==> src/hdl/lpddr_fe_defines.vh <==
// constants of the command/address front end
// assumes inclusion by the front end and its bank row table
`ifndef LPDDR_FE_DEFINES_VH
`define LPDDR_FE_DEFINES_VH

// widths
`define CA_W 10
`define BANK_W 3
`define ROW_W 14
`define COL_W 10
`define DM_W 4
`define NBANK 8

// rising-half fields
`define CA_OP_HI 2
`define CA_OP_LO 0
`define CA_BA_HI 5
`define CA_BA_LO 3
`define CA_HI_HI 9
`define CA_HI_LO 6

// opcodes in rising half
`define OP_ACT 3'h1
`define OP_WR 3'h2
`define OP_RD 3'h3
`define OP_MRW 3'h4
`define OP_NOP 3'h7

// mode register addresses and fields
`define MA_RESET 4'h0
`define MA_BURST 4'h1
`define MA_LAT 4'h2
`define BL_CODE_4 3'h2
`define BL_CODE_8 3'h3
`define BL_CODE_16 3'h4
`define BT_BIT 3
`define RL_HI 3
`define RL_LO 0
`define WL_HI 6
`define WL_LO 4

// burst lengths
`define BL_4 5'h04
`define BL_8 5'h08
`define BL_16 5'h10

// latencies, speed grades and column masks
`define RL_FAST 4'h6
`define RL_SLOW 4'h5
`define TCK_FAST_PS 2500
`define TCK_SLOW_PS 3000
`define WL_DEFAULT 3'h3
`define COL_MASK_SINGLE 10'h1ff
`define COL_MASK_DUAL 10'h3ff
`define STRAP_WAIT 2'h3

`endif

==> src/hdl/mobile_ddr_cmd_addr_frontend.v <==
// command/address front end and burst sequencer
// assumes link pins asynchronous to sys_clk, link clock well below sys_clk/4
`timescale 1ns/1ps
`include "lpddr_fe_defines.vh"

module mobile_ddr_cmd_addr_frontend (
    // clock and reset
    input wire sys_clk,
    input wire rst,
    // link pins
    input wire ck_t,
    input wire ck_c,
    input wire cke,
    input wire cs_n,
    input wire [`CA_W-1:0] cmd_addr_bus,
    input wire [`DM_W-1:0] write_byte_mask,
    input wire speed_grade,
    // configuration
    input wire dual_die,
    // strobe pin
    output reg dqs_out,
    output reg dqs_oe,
    // core access
    output reg core_rd,
    output reg core_wr,
    output reg [`BANK_W-1:0] core_bank,
    output reg [`ROW_W-1:0] core_row,
    output reg [`COL_W-1:0] core_col,
    // pin beats
    output reg beat_valid,
    output reg beat_write,
    output reg [`COL_W-1:0] beat_col,
    output reg [`DM_W-1:0] beat_byte_en,
    // status
    output reg clocks_active,
    output reg power_down,
    output reg cmd_error,
    output reg burst_busy,
    output reg [3:0] read_latency,
    output reg [2:0] write_latency,
    output reg [4:0] burst_length,
    output reg burst_interleave
);

localparam ST_IDLE = 3'b001;
localparam ST_WAIT = 3'b010;
localparam ST_BURST = 3'b100;
localparam SYNC_W = 2 + 2 + `CA_W + `DM_W + 1;

// column of beat i within a wrapped burst
function [`COL_W-1:0] burst_col;
    input [`COL_W-1:0] start;
    input [3:0] i;
    input [4:0] bl;
    input il;
    reg [3:0] m;
    reg [3:0] lo;
    begin
        m = bl[3:0] - 4'h1;
        lo = il ? (start[3:0] ^ i) : (start[3:0] + i);
        burst_col = (start & ~{6'h00, m}) | {6'h00, lo & m};
    end
endfunction

function rl_ok;
    input [3:0] v;
    begin
        rl_ok = (v == 4'h3) || (v == 4'h4) || (v == 4'h5) || (v == 4'h6) || (v == 4'h8);
    end
endfunction

// two-flop synchroniser on every link pin
reg [SYNC_W-1:0] sync1;
reg [SYNC_W-1:0] sync2;
always @(posedge sys_clk or posedge rst) begin
    if (rst) begin
        sync1 <= {SYNC_W{1'b0}};
        sync2 <= {SYNC_W{1'b0}};
    end else begin
        sync1 <= {ck_t, ck_c, cke, cs_n, cmd_addr_bus, write_byte_mask, speed_grade};
        sync2 <= sync1;
    end
end

wire s_ck_t = sync2[SYNC_W-1];
wire s_ck_c = sync2[SYNC_W-2];
wire s_cke = sync2[SYNC_W-3];
wire s_cs_n = sync2[SYNC_W-4];
wire [`CA_W-1:0] s_ca = sync2[`DM_W+`CA_W:`DM_W+1];
wire [`DM_W-1:0] s_dm = sync2[`DM_W:1];
wire s_grade = sync2[0];

// crosspoint edge detection
reg prev_t;
reg prev_c;
always @(posedge sys_clk or posedge rst) begin
    if (rst) begin
        prev_t <= 1'b0;
        prev_c <= 1'b1;
    end else begin
        prev_t <= s_ck_t;
        prev_c <= s_ck_c;
    end
end
wire ck_pos = s_ck_t && !s_ck_c && !prev_t && prev_c;
wire ck_neg = !s_ck_t && s_ck_c && prev_t && !prev_c;

// rising half and sdr inputs
reg rise_ok;
reg [`CA_W-1:0] ca_r;
reg cke_prev;
always @(posedge sys_clk or posedge rst) begin
    if (rst) begin
        rise_ok <= 1'b0;
        ca_r <= {`CA_W{1'b0}};
        cke_prev <= 1'b0;
        clocks_active <= 1'b0;
        power_down <= 1'b0;
    end else if (ck_pos) begin
        ca_r <= s_ca;
        cke_prev <= s_cke;
        rise_ok <= !s_cs_n && s_cke && cke_prev;
        clocks_active <= s_cke;
        if (cke_prev && !s_cke) begin
            power_down <= 1'b1;
        end else if (!cke_prev && s_cke) begin
            power_down <= 1'b0;
        end
    end else if (ck_neg) begin
        rise_ok <= 1'b0;
    end
end

// full command after falling half
wire cmd_stb = ck_neg && rise_ok;
wire [2:0] cmd_op = ca_r[`CA_OP_HI:`CA_OP_LO];
wire [`BANK_W-1:0] cmd_bank = ca_r[`CA_BA_HI:`CA_BA_LO];
wire [3:0] cmd_hi = ca_r[`CA_HI_HI:`CA_HI_LO];
wire [`ROW_W-1:0] cmd_row = {cmd_hi, s_ca};
wire [`COL_W-1:0] col_mask = dual_die ? `COL_MASK_DUAL : `COL_MASK_SINGLE;
wire [`COL_W-1:0] cmd_col = s_ca & col_mask;
wire [7:0] mr_op = s_ca[7:0];

// row table
reg act_we;
reg [`BANK_W-1:0] act_bank;
reg [`ROW_W-1:0] act_row;
reg [`BANK_W-1:0] pend_bank;
wire [`ROW_W-1:0] open_row;

lpddr_fe_row_table u_rows (
    .sys_clk(sys_clk),
    .rst(rst),
    .we(act_we),
    .waddr(act_bank),
    .wdata(act_row),
    .raddr(pend_bank),
    .rdata(open_row)
);

// speed grade strap caught after reset release
reg [1:0] strap_cnt;
reg [3:0] grade_rl;
always @(posedge sys_clk or posedge rst) begin
    if (rst) begin
        strap_cnt <= 2'h0;
        grade_rl <= `RL_FAST;
    end else if (strap_cnt != `STRAP_WAIT) begin
        strap_cnt <= strap_cnt + 2'h1;
        grade_rl <= s_grade ? `RL_SLOW : `RL_FAST;
    end
end
wire strap_ready = (strap_cnt == `STRAP_WAIT);

// sequencer
reg [2:0] state;
reg [`NBANK-1:0] bank_open;
reg [`COL_W-1:0] pend_col;
reg pend_wr;
reg [3:0] lat_cnt;
reg [3:0] beat_idx;
reg rl_set;

wire link_edge = ck_pos || ck_neg;
wire beat_edge = ((state == ST_WAIT) && ck_pos && (lat_cnt == 4'h1)) || ((state == ST_BURST) && link_edge);
wire last_beat = (beat_idx == (burst_length[3:0] - 4'h1));
wire [`COL_W-1:0] cur_col = burst_col(pend_col, beat_idx, burst_length, burst_interleave);

always @(posedge sys_clk or posedge rst) begin
    if (rst) begin
        state <= ST_IDLE;
        bank_open <= {`NBANK{1'b0}};
        pend_bank <= {`BANK_W{1'b0}};
        pend_col <= {`COL_W{1'b0}};
        pend_wr <= 1'b0;
        lat_cnt <= 4'h0;
        beat_idx <= 4'h0;
        rl_set <= 1'b0;
        act_we <= 1'b0;
        act_bank <= {`BANK_W{1'b0}};
        act_row <= {`ROW_W{1'b0}};
        read_latency <= `RL_FAST;
        write_latency <= `WL_DEFAULT;
        burst_length <= `BL_4;
        burst_interleave <= 1'b0;
        cmd_error <= 1'b0;
        burst_busy <= 1'b0;
        core_rd <= 1'b0;
        core_wr <= 1'b0;
        core_bank <= {`BANK_W{1'b0}};
        core_row <= {`ROW_W{1'b0}};
        core_col <= {`COL_W{1'b0}};
        beat_valid <= 1'b0;
        beat_write <= 1'b0;
        beat_col <= {`COL_W{1'b0}};
        beat_byte_en <= {`DM_W{1'b0}};
        dqs_out <= 1'b0;
        dqs_oe <= 1'b0;
    end else begin
        act_we <= 1'b0;
        cmd_error <= 1'b0;
        core_rd <= 1'b0;
        core_wr <= 1'b0;
        beat_valid <= 1'b0;
        burst_busy <= (state != ST_IDLE);
        if (strap_ready && !rl_set) begin
            rl_set <= 1'b1;
            read_latency <= grade_rl;
        end
        if (cmd_stb) begin
            case (cmd_op)
                `OP_ACT: begin
                    bank_open[cmd_bank] <= 1'b1;
                    act_we <= 1'b1;
                    act_bank <= cmd_bank;
                    act_row <= cmd_row;
                end
                `OP_RD, `OP_WR: begin
                    if (!bank_open[cmd_bank] || (state != ST_IDLE)) begin
                        cmd_error <= 1'b1;
                    end else begin
                        pend_bank <= cmd_bank;
                        pend_col <= cmd_col;
                        pend_wr <= (cmd_op == `OP_WR);
                        lat_cnt <= (cmd_op == `OP_WR) ? {1'b0, write_latency} : read_latency;
                        beat_idx <= 4'h0;
                        state <= ST_WAIT;
                    end
                end
                `OP_MRW: begin
                    case (cmd_hi)
                        `MA_RESET: begin
                            bank_open <= {`NBANK{1'b0}};
                            read_latency <= grade_rl;
                            write_latency <= `WL_DEFAULT;
                            burst_length <= `BL_4;
                            burst_interleave <= 1'b0;
                            state <= ST_IDLE;
                        end
                        `MA_BURST: begin
                            burst_interleave <= mr_op[`BT_BIT];
                            if (mr_op[2:0] == `BL_CODE_4) begin
                                burst_length <= `BL_4;
                            end else if (mr_op[2:0] == `BL_CODE_8) begin
                                burst_length <= `BL_8;
                            end else if (mr_op[2:0] == `BL_CODE_16) begin
                                burst_length <= `BL_16;
                            end else begin
                                cmd_error <= 1'b1;
                            end
                        end
                        `MA_LAT: begin
                            if (rl_ok(mr_op[`RL_HI:`RL_LO]) && (mr_op[`WL_HI:`WL_LO] != 3'h0)
                                && (mr_op[`WL_HI:`WL_LO] <= 3'h4)) begin
                                read_latency <= mr_op[`RL_HI:`RL_LO];
                                write_latency <= mr_op[`WL_HI:`WL_LO];
                            end else begin
                                cmd_error <= 1'b1;
                            end
                        end
                        default: begin
                            cmd_error <= 1'b1;
                        end
                    endcase
                end
                `OP_NOP: begin
                end
                default: begin
                    cmd_error <= 1'b1;
                end
            endcase
        end
        if (link_edge || (state != ST_IDLE)) begin
            case (state)
                ST_IDLE: begin
                    if (link_edge) begin
                        dqs_oe <= 1'b0;
                        dqs_out <= 1'b0;
                    end
                end
                ST_WAIT: begin
                    if (ck_pos) begin
                        lat_cnt <= lat_cnt - 4'h1;
                        if (lat_cnt == 4'h1) begin
                            state <= ST_BURST;
                        end
                    end
                end
                ST_BURST: begin
                    if (link_edge && last_beat) begin
                        state <= ST_IDLE;
                    end
                end
                default: begin
                    state <= ST_IDLE;
                end
            endcase
            if (beat_edge) begin
                beat_valid <= 1'b1;
                beat_write <= pend_wr;
                beat_col <= cur_col;
                beat_byte_en <= pend_wr ? ~s_dm : {`DM_W{1'b1}};
                dqs_oe <= !pend_wr;
                dqs_out <= !pend_wr && !beat_idx[0];
                beat_idx <= beat_idx + 4'h1;
                if (beat_idx[1:0] == 2'h0) begin
                    core_rd <= !pend_wr;
                    core_wr <= pend_wr;
                    core_bank <= pend_bank;
                    core_row <= open_row;
                    core_col <= cur_col;
                end
            end
        end
    end
end

endmodule // mobile_ddr_cmd_addr_frontend

==> src/hdl/lpddr_fe_row_table.v <==
// open-row table, one word per bank, registered read
// assumes one write port and one read port on sys_clk
`timescale 1ns/1ps
`include "lpddr_fe_defines.vh"

module lpddr_fe_row_table (
    // clock and reset
    input wire sys_clk,
    input wire rst,
    // write port
    input wire we,
    input wire [`BANK_W-1:0] waddr,
    input wire [`ROW_W-1:0] wdata,
    // read port
    input wire [`BANK_W-1:0] raddr,
    output reg [`ROW_W-1:0] rdata
);

reg [`ROW_W-1:0] mem [0:`NBANK-1];

always @(posedge sys_clk) begin
    if (we) begin
        mem[waddr] <= wdata;
    end
end

always @(posedge sys_clk or posedge rst) begin
    if (rst) begin
        rdata <= {`ROW_W{1'b0}};
    end else begin
        rdata <= mem[raddr];
    end
end

endmodule // lpddr_fe_row_table

==> config.mk <==
export PLATFORM = sky130hd
export DESIGN_NAME = mobile_ddr_cmd_addr_frontend
export DESIGN_NICKNAME = d
export VERILOG_FILES = /design/src/hdl/mobile_ddr_cmd_addr_frontend.v /design/src/hdl/lpddr_fe_row_table.v
export VERILOG_INCLUDE_DIRS = /design/src /design/src/hdl
export SDC_FILE = /design/constraint.sdc
export NUM_CORES = 1
export LEC_CHECK = 0
export BUFFER_PORTS_ARGS = -buffer_cell sky130_fd_sc_hd__buf_2
export CAP_MARGIN = 20
export CORE_UTILIZATION = 49
export DETAILED_ROUTE_END_ITERATION = 8
export PLACE_DENSITY = 0.75
export SLEW_MARGIN = 20
export SYNTH_ARGS = -nofsm -noshare
export SYNTH_HDL_FRONTEND = slang
export SYNTH_SLANG_ARGS = --single-unit
==> constraint.sdc <==
create_clock -name sys_clk -period 17.01 [get_ports sys_clk]
set_clock_uncertainty 0.15 [all_clocks]
set_input_delay 0.8505 -clock sys_clk [delete_from_list [all_inputs] [get_ports sys_clk]]
set_output_delay 0.8505 -clock sys_clk [all_outputs]
set_load 0.1 [all_outputs]
### Word level (Yosys, flattened, before mapping)

Memory sizes are Yosys's and may differ from the RTL's. A register that Yosys moved wholly into a read port is not among the register bits.
Index checks and enable logic that the tools add are counted.

| operators by class | value |
|---|---|
| add/sub/neg operators | 5 |
| order comparisons | 3 |
| equality and inequality tests | 26 |
| muxes and demuxes | 71 |
| bitwise gates (word level) | 9 |
| reduce and logical (&&, ||, !) cells | 61 |

Operators by type and width:

| cell | number |
|---|---|
| two-way mux 4 bit | 18 |
| two-way mux 1 bit | 28 |
| two-way mux 3 bit | 8 |
| AND 10 bit | 2 |
| logical AND 1 bit | 20 |
| one-hot mux 8 bit (2 select lines) | 1 |
| equality test 3 x 2 -> 1 bit (second input constant) | 5 |
| two-way mux 5 bit | 3 |
| AND reduction 3 bit | 5 |
| nonzero test 2 bit | 7 |
| equality test 3 bit (second input constant) | 4 |
| equality test 4 x 3 -> 1 bit (second input constant) | 3 |
| one-hot mux 3 bit (2 select lines) | 2 |
| zero test 1 bit | 11 |
| two-way mux 10 bit | 1 |
| NOT 4 -> 10 bit | 1 |
| bitwise OR 10 x 4 -> 10 bit | 1 |
| one-hot mux 5 bit (2 select lines) | 1 |
| one-hot mux 3 bit (3 select lines) | 1 |
| equality test 4 x 1 -> 1 bit (second input constant) | 2 |
| equality test 4 x 2 -> 1 bit (second input constant) | 2 |
| logical OR 1 bit | 8 |
| two-way mux 8 bit | 1 |
| bitwise OR 8 bit | 1 |
| 31 further kinds | 39 |

| storage, ports and cells | value |
|---|---|
| register bits | 173 |
| RAM bits | 112 |
| output and inout bits | 64 |
| word-level logic and storage cells | 214 |
| memories | 1 |

Memory list:

| name | depth | width | read ports | clocked after memory_dff | wr ports | line | source |
|---|---|---|---|---|---|---|---|
| u_rows.mem | 8 | 14 | 1 | 1 | 1 | lpddr_fe_row_table.v:19 | `` reg [`ROW_W-1:0] mem [0:`NBANK-1]; `` |

### Depth between registers and ports, before layout

| logic depth | value |
|---|---|
| depth after elaboration | 11 |
| depth in mapped cells | 9 |
| mapped depth without buffers | 8 |

### Cells and area by module

Synthesis repeated with hierarchy kept, for this count alone.

| second synthesis, totals | value |
|---|---|
| cells, all modules | 754 |
| area total of the unflattened synthesis | 11611.1 um^2 |

Modules (own cells, without submodules):

| module | times used | cells an instance | area each (um^2) | sequential area each (um^2) |
|---|---|---|---|---|
| mobile_ddr_cmd_addr_frontend | 1 | 565 | 6901.6 | 4239.1 |
| lpddr_fe_row_table | 1 | 189 | 4709.5 | 3713.6 |

### Least setup slack after synthesis

Ideal clock, no wire load.

| timing path | value |
|---|---|
| path type | reg2reg |
| start | register act_bank[2] |
| end | memory u_rows.mem[0][0] (netlist bit), enable pin |
| arrival time | 1.556 ns |
| data required time | 16.457 ns |
| path slack | 14.901 ns |
| cell stages (with the launch flop) | 3 |
| path buffers | 0 |
| period minus slack after synthesis | 2.109 ns |
| path through | dfrtp_1 > nand2b_1 > nor3_1 |

RTL lines:

| element | line | source |
|---|---|---|
| start, declared | mobile_ddr_cmd_addr_frontend.v:146 | `` reg [`BANK_W-1:0] act_bank; `` |
| start signal, assigned | mobile_ddr_cmd_addr_frontend.v:200 | `` act_bank <= {`BANK_W{1'b0}}; `` |
| start signal, assigned | mobile_ddr_cmd_addr_frontend.v:235 | `act_bank <= cmd_bank;` |
| end, declared | lpddr_fe_row_table.v:19 |  |

Straight into the memory's write port.

### Worst setup path after layout

| timing path | value |
|---|---|
| start | register prev_c |
| end | register beat_idx[1] |

| between the ends | value |
|---|---|
| word-level cells in the longest chain between the ends | 7 |

RTL lines:

| element | line | source |
|---|---|---|
| start, declared | mobile_ddr_cmd_addr_frontend.v:95 | `reg prev_c;` |
| start signal, assigned | mobile_ddr_cmd_addr_frontend.v:102 | `prev_c <= s_ck_c;` |
| zero test 1 bit | mobile_ddr_cmd_addr_frontend.v:106 | `wire ck_neg = !s_ck_t && s_ck_c && prev_t && !prev_c;` |
| logical AND 1 bit | mobile_ddr_cmd_addr_frontend.v:106 |  |
| logical OR 1 bit | mobile_ddr_cmd_addr_frontend.v:184 | `wire link_edge = ck_pos \|\| ck_neg;` |
| logical AND 1 bit | mobile_ddr_cmd_addr_frontend.v:185 | `wire beat_edge = ((state == ST_WAIT) && ck_pos && (lat_cnt == 4'h1)) \|\| ((state == ST_BURST) && link_edge);` |
| logical OR 1 bit | mobile_ddr_cmd_addr_frontend.v:185 |  |
| two-way mux 4 bit | mobile_ddr_cmd_addr_frontend.v:318 | `if (beat_edge) begin` |
| two-way mux 4 bit * | mobile_ddr_cmd_addr_frontend.v:293 | `if (link_edge \|\| (state != ST_IDLE)) begin` |
| end signal, assigned | mobile_ddr_cmd_addr_frontend.v:325 | `beat_idx <= beat_idx + 4'h1;` |
| end, declared | mobile_ddr_cmd_addr_frontend.v:181 | `reg [3:0] beat_idx;` |

Mark *: on every way between the ends. The rest lies on a longest branch, timed or not.
A chain may end at the register's enable or synchronous reset.

==> flow_summary.ini <==
[run_status]
status = finished, final reports clean

[power]
ir_drop_uv = 85.9
switching_share = 0.228
p_leak_nw = 5.39
power.switching_mw = 0.334
p_seq_frac = 0.527
p_per_area_nw_per_um2 = 112
p_clk_frac = 0.424
power.internal_mw = 1.13
pwr-share-comb = 0.049

[yosys]
ys_ff_latch = 295
synth_top_area_share = 0.382
yosys.area.top_type = dfrtp_1
async_reset_ff_frac = 0.620
syn_area_sq_um = 11500
synth_most_common_cell = dfrtp_1
synth.distinct_cells = 66
synth.avg_cell_area_sq_um = 14.7
netlist_instances = 782
yosys_warnings = 0
ys.flop_type = dfrtp_1
synth_edf_count = 112
synth_area_leaders = dfrtp_1 38%, edfxtp_1 29%, mux4_2 5.7%, mux2_2 5.5%, nand2_1 3.6%
synth_common_cells = 175 x dfrtp_1, 112 x edfxtp_1, 110 x nand2_1, 56 x mux2_2, 41 x nor2_1
ys_seq_area_frac = 0.693

[global_route]
grt_max_degree = 120
grt_pass1_wl_um = 35700
grt_overflow = 0
antenna_found_initial = 0
grt.total_usage = 0.193
grt_pass1_vias = 6625

[drt]
vias = 6462
drt_iter0_drc = 406
ant_nets = 0
drc_errors = 0
wl_per_cell_um = 18.5
dr.pass1.iters = 5
vias_per_cell = 5.38
drt_wl_total_um = 22200

[worst_setup_path]
path_max_fanout = 24
critPathKind = flip-flop to flip-flop
endpoint_kind = flip-flop
cp-start-kind = flip-flop
crit_arrival_ps = 3070
required_ps = 17310

[cts]
cts_resized = 0
cts_hold_buf = 0
cts_made_buffers = 29
root_buffer = clkbuf_16
clk_pin_slew_ps = 60
post_cts_buffers = 0
clock_sinks = 295
insertion_delay_ps = 550
htree_levels = 1
clockBufferDepth = 3
cts_tree = built

[placed_design]
gp_congestion = 0.809
post-place-cells = 1147
hpwl_um = 13800
numPortBuffers = 83

[final_layout]
antennaDiodeCount = 0
layout-drive-gt1-share = 0.283
area_growth_syn_to_layout_pct = 14.4
instances_no_fill = 1201
final_nets = 897

[floorplanning]
die_y_um = 155
start_util = 0.504
io_pins = 86
die_width_um = 155
rows = 55
dieArea_sq_um = 24000
design.core.area_sq_um = 22800

[sta]
fin_crit_ps = 2770
worst_slew_pin_slew_ps = 1030
clock.fmax_mhz = 361
setup_viol = 0
finalMaxSlewViolations = 0
hold_violations = 0
fin_crit_sh = 0.163
finalSetupTns_ps = 0
rsz0062_at_grt = false
relSlewSlack = 0.314

[job]
cap_violations = 0

[worst_hold_path]
hold_class = flip-flop to flip-flop
worst paths after layout:
kind                                from            to  slack (ps)  cells after the start
worst max-delay path              prev_c   beat_idx[1]       14240                      5
worst min register to register  sync1[9]      sync2[9]         200                      0
min in group asynchronous            rst   core_col[5]         310                      2
max in group asynchronous            rst  pend_bank[0]       15000                      3
worst max register to register    prev_c   beat_idx[1]       14240                      5
worst min-delay path            sync1[9]      sync2[9]         200                      0
layer usage:
| layer | GRT usage | part of all wire | wire [um] |
|---|---|---|---|
| met3 | 0.0301 | 0.045 | 1000 |
| met1 | 0.257 | 0.44 | 9670 |
| met5 | 0 | 0 | 0 |
| met2 | 0.333 | 0.50 | 11100 |
| met4 | 0.0467 | 0.020 | 435 |
through the flow:
stage                     area, sq um  hold WS, ps  total power [mW]  utilization  setup WS [ps]
after CTS                       13100          198              1.48        0.576          14260
after floorplan                 11500          181             0.840            -          11050
after global routing            13100          202              1.52        0.576          14020
after global placement          12200          181             0.858        0.535          14340
final                           13100          196              1.47        0.576          14240
after detailed placement        12200          185             0.859        0.535          14300
power by group through the flow:
stage	Clock, mW	Sequential (mW)	Combinational, mW
2_1_floorplan	0	0.798	0.0412
3_3_place_gp	0	0.786	0.0716
3_5_place_dp	0	0.787	0.0724
4_1_cts	0.634	0.773	0.0727
5_1_grt	0.663	0.775	0.0783
6_report	0.622	0.774	0.0718
worst max-delay path, cell delays in order (launching register included):
cell and delay, ps:
dfstp_2 530, and4bb_1 330, o21a_1 270, nor2_2 520, inv_1 530, o31ai_1 350
layout by cell type (no fill, tap or decap), types with 3 or more instances in the layout:
cell | synthesis | routed
nor3b_1 | 4 | 4
xor2_1 | 5 | 5
a31oi_1 | 13 | 13
nor2b_1 | 7 | 7
o211ai_1 | 3 | 3
nor2_1 | 41 | 35
mux4_2 | 29 | 29
dfrtp_1 | 175 | 174
clkbuf_1 | 19 | 6
nor2_2 | 1 | 7
a21oi_1 | 18 | 18
inv_1 | 20 | 19
and2_1 | 3 | 3
o31ai_1 | 5 | 5
nor3_2 | 1 | 3
o21ai_0 | 28 | 28
nand2b_1 | 14 | 14
clkinv_1 | 0 | 6
mux2_2 | 56 | 56
bufinv_16 | 0 | 3
nand2_1 | 110 | 110
nor3_1 | 5 | 3
buf_2 | 14 | 83
buf_4 | 2 | 6
and3_1 | 3 | 3
or3_1 | 3 | 3
dfstp_2 | 8 | 8
edfxtp_1 | 112 | 112
mux2_1 | 5 | 5
clkinv_2 | 0 | 7
ha_1 | 9 | 9
clkbuf_16 | 0 | 29
mux2i_1 | 10 | 10
xnor2_1 | 4 | 4
nand3_1 | 10 | 10
registers in the layout, indices dropped and copies added, names as in the netlist, 2 cells and up:
name / count
u_rows.mem: 112
core_row: 14
pend_bank: 3
beat_idx: 4
write_latency: 3
sync1: 19
read_latency: 4
beat_col: 10
lat_cnt: 4
pend_col: 10
core_col: 10
sync2: 19
grade_rl: 2
act_row: 14
core_bank: 3
burst_length: 3
strap_cnt: 2
u_rows.rdata: 14
beat_byte_en: 4
act_bank: 3
state: 3
ca_r: 10
bank_open: 8
layout make-up:
class | instances | area (sq um)
fill | 1743 | 9650
tap | 313 | 392
inverter | 20 | 82.6
clock buffer | 36 | 762
timing repair buffer | 89 | 460
clock inverter | 18 | 176
multi-input combinational | 430 | 3300
sequential | 295 | 7960
cell families (layout without fill, tap and decap cells):
kind of cell               Yosys count  count (layout)  share of synthesized area
xor gates and xnor gates             9               9                    0.00687
AOI/OAI and AO/OA                   90              90                     0.0499
other                                1               2                   0.000327
muxes                              100             100                      0.126
DFF                                295             295                      0.693
adders and majority gates           10              10                     0.0116
and+or+nand+nor                    219             219                     0.0902
buffers and inverters               58             163                     0.0225
(Power assumes the default switching activity.)
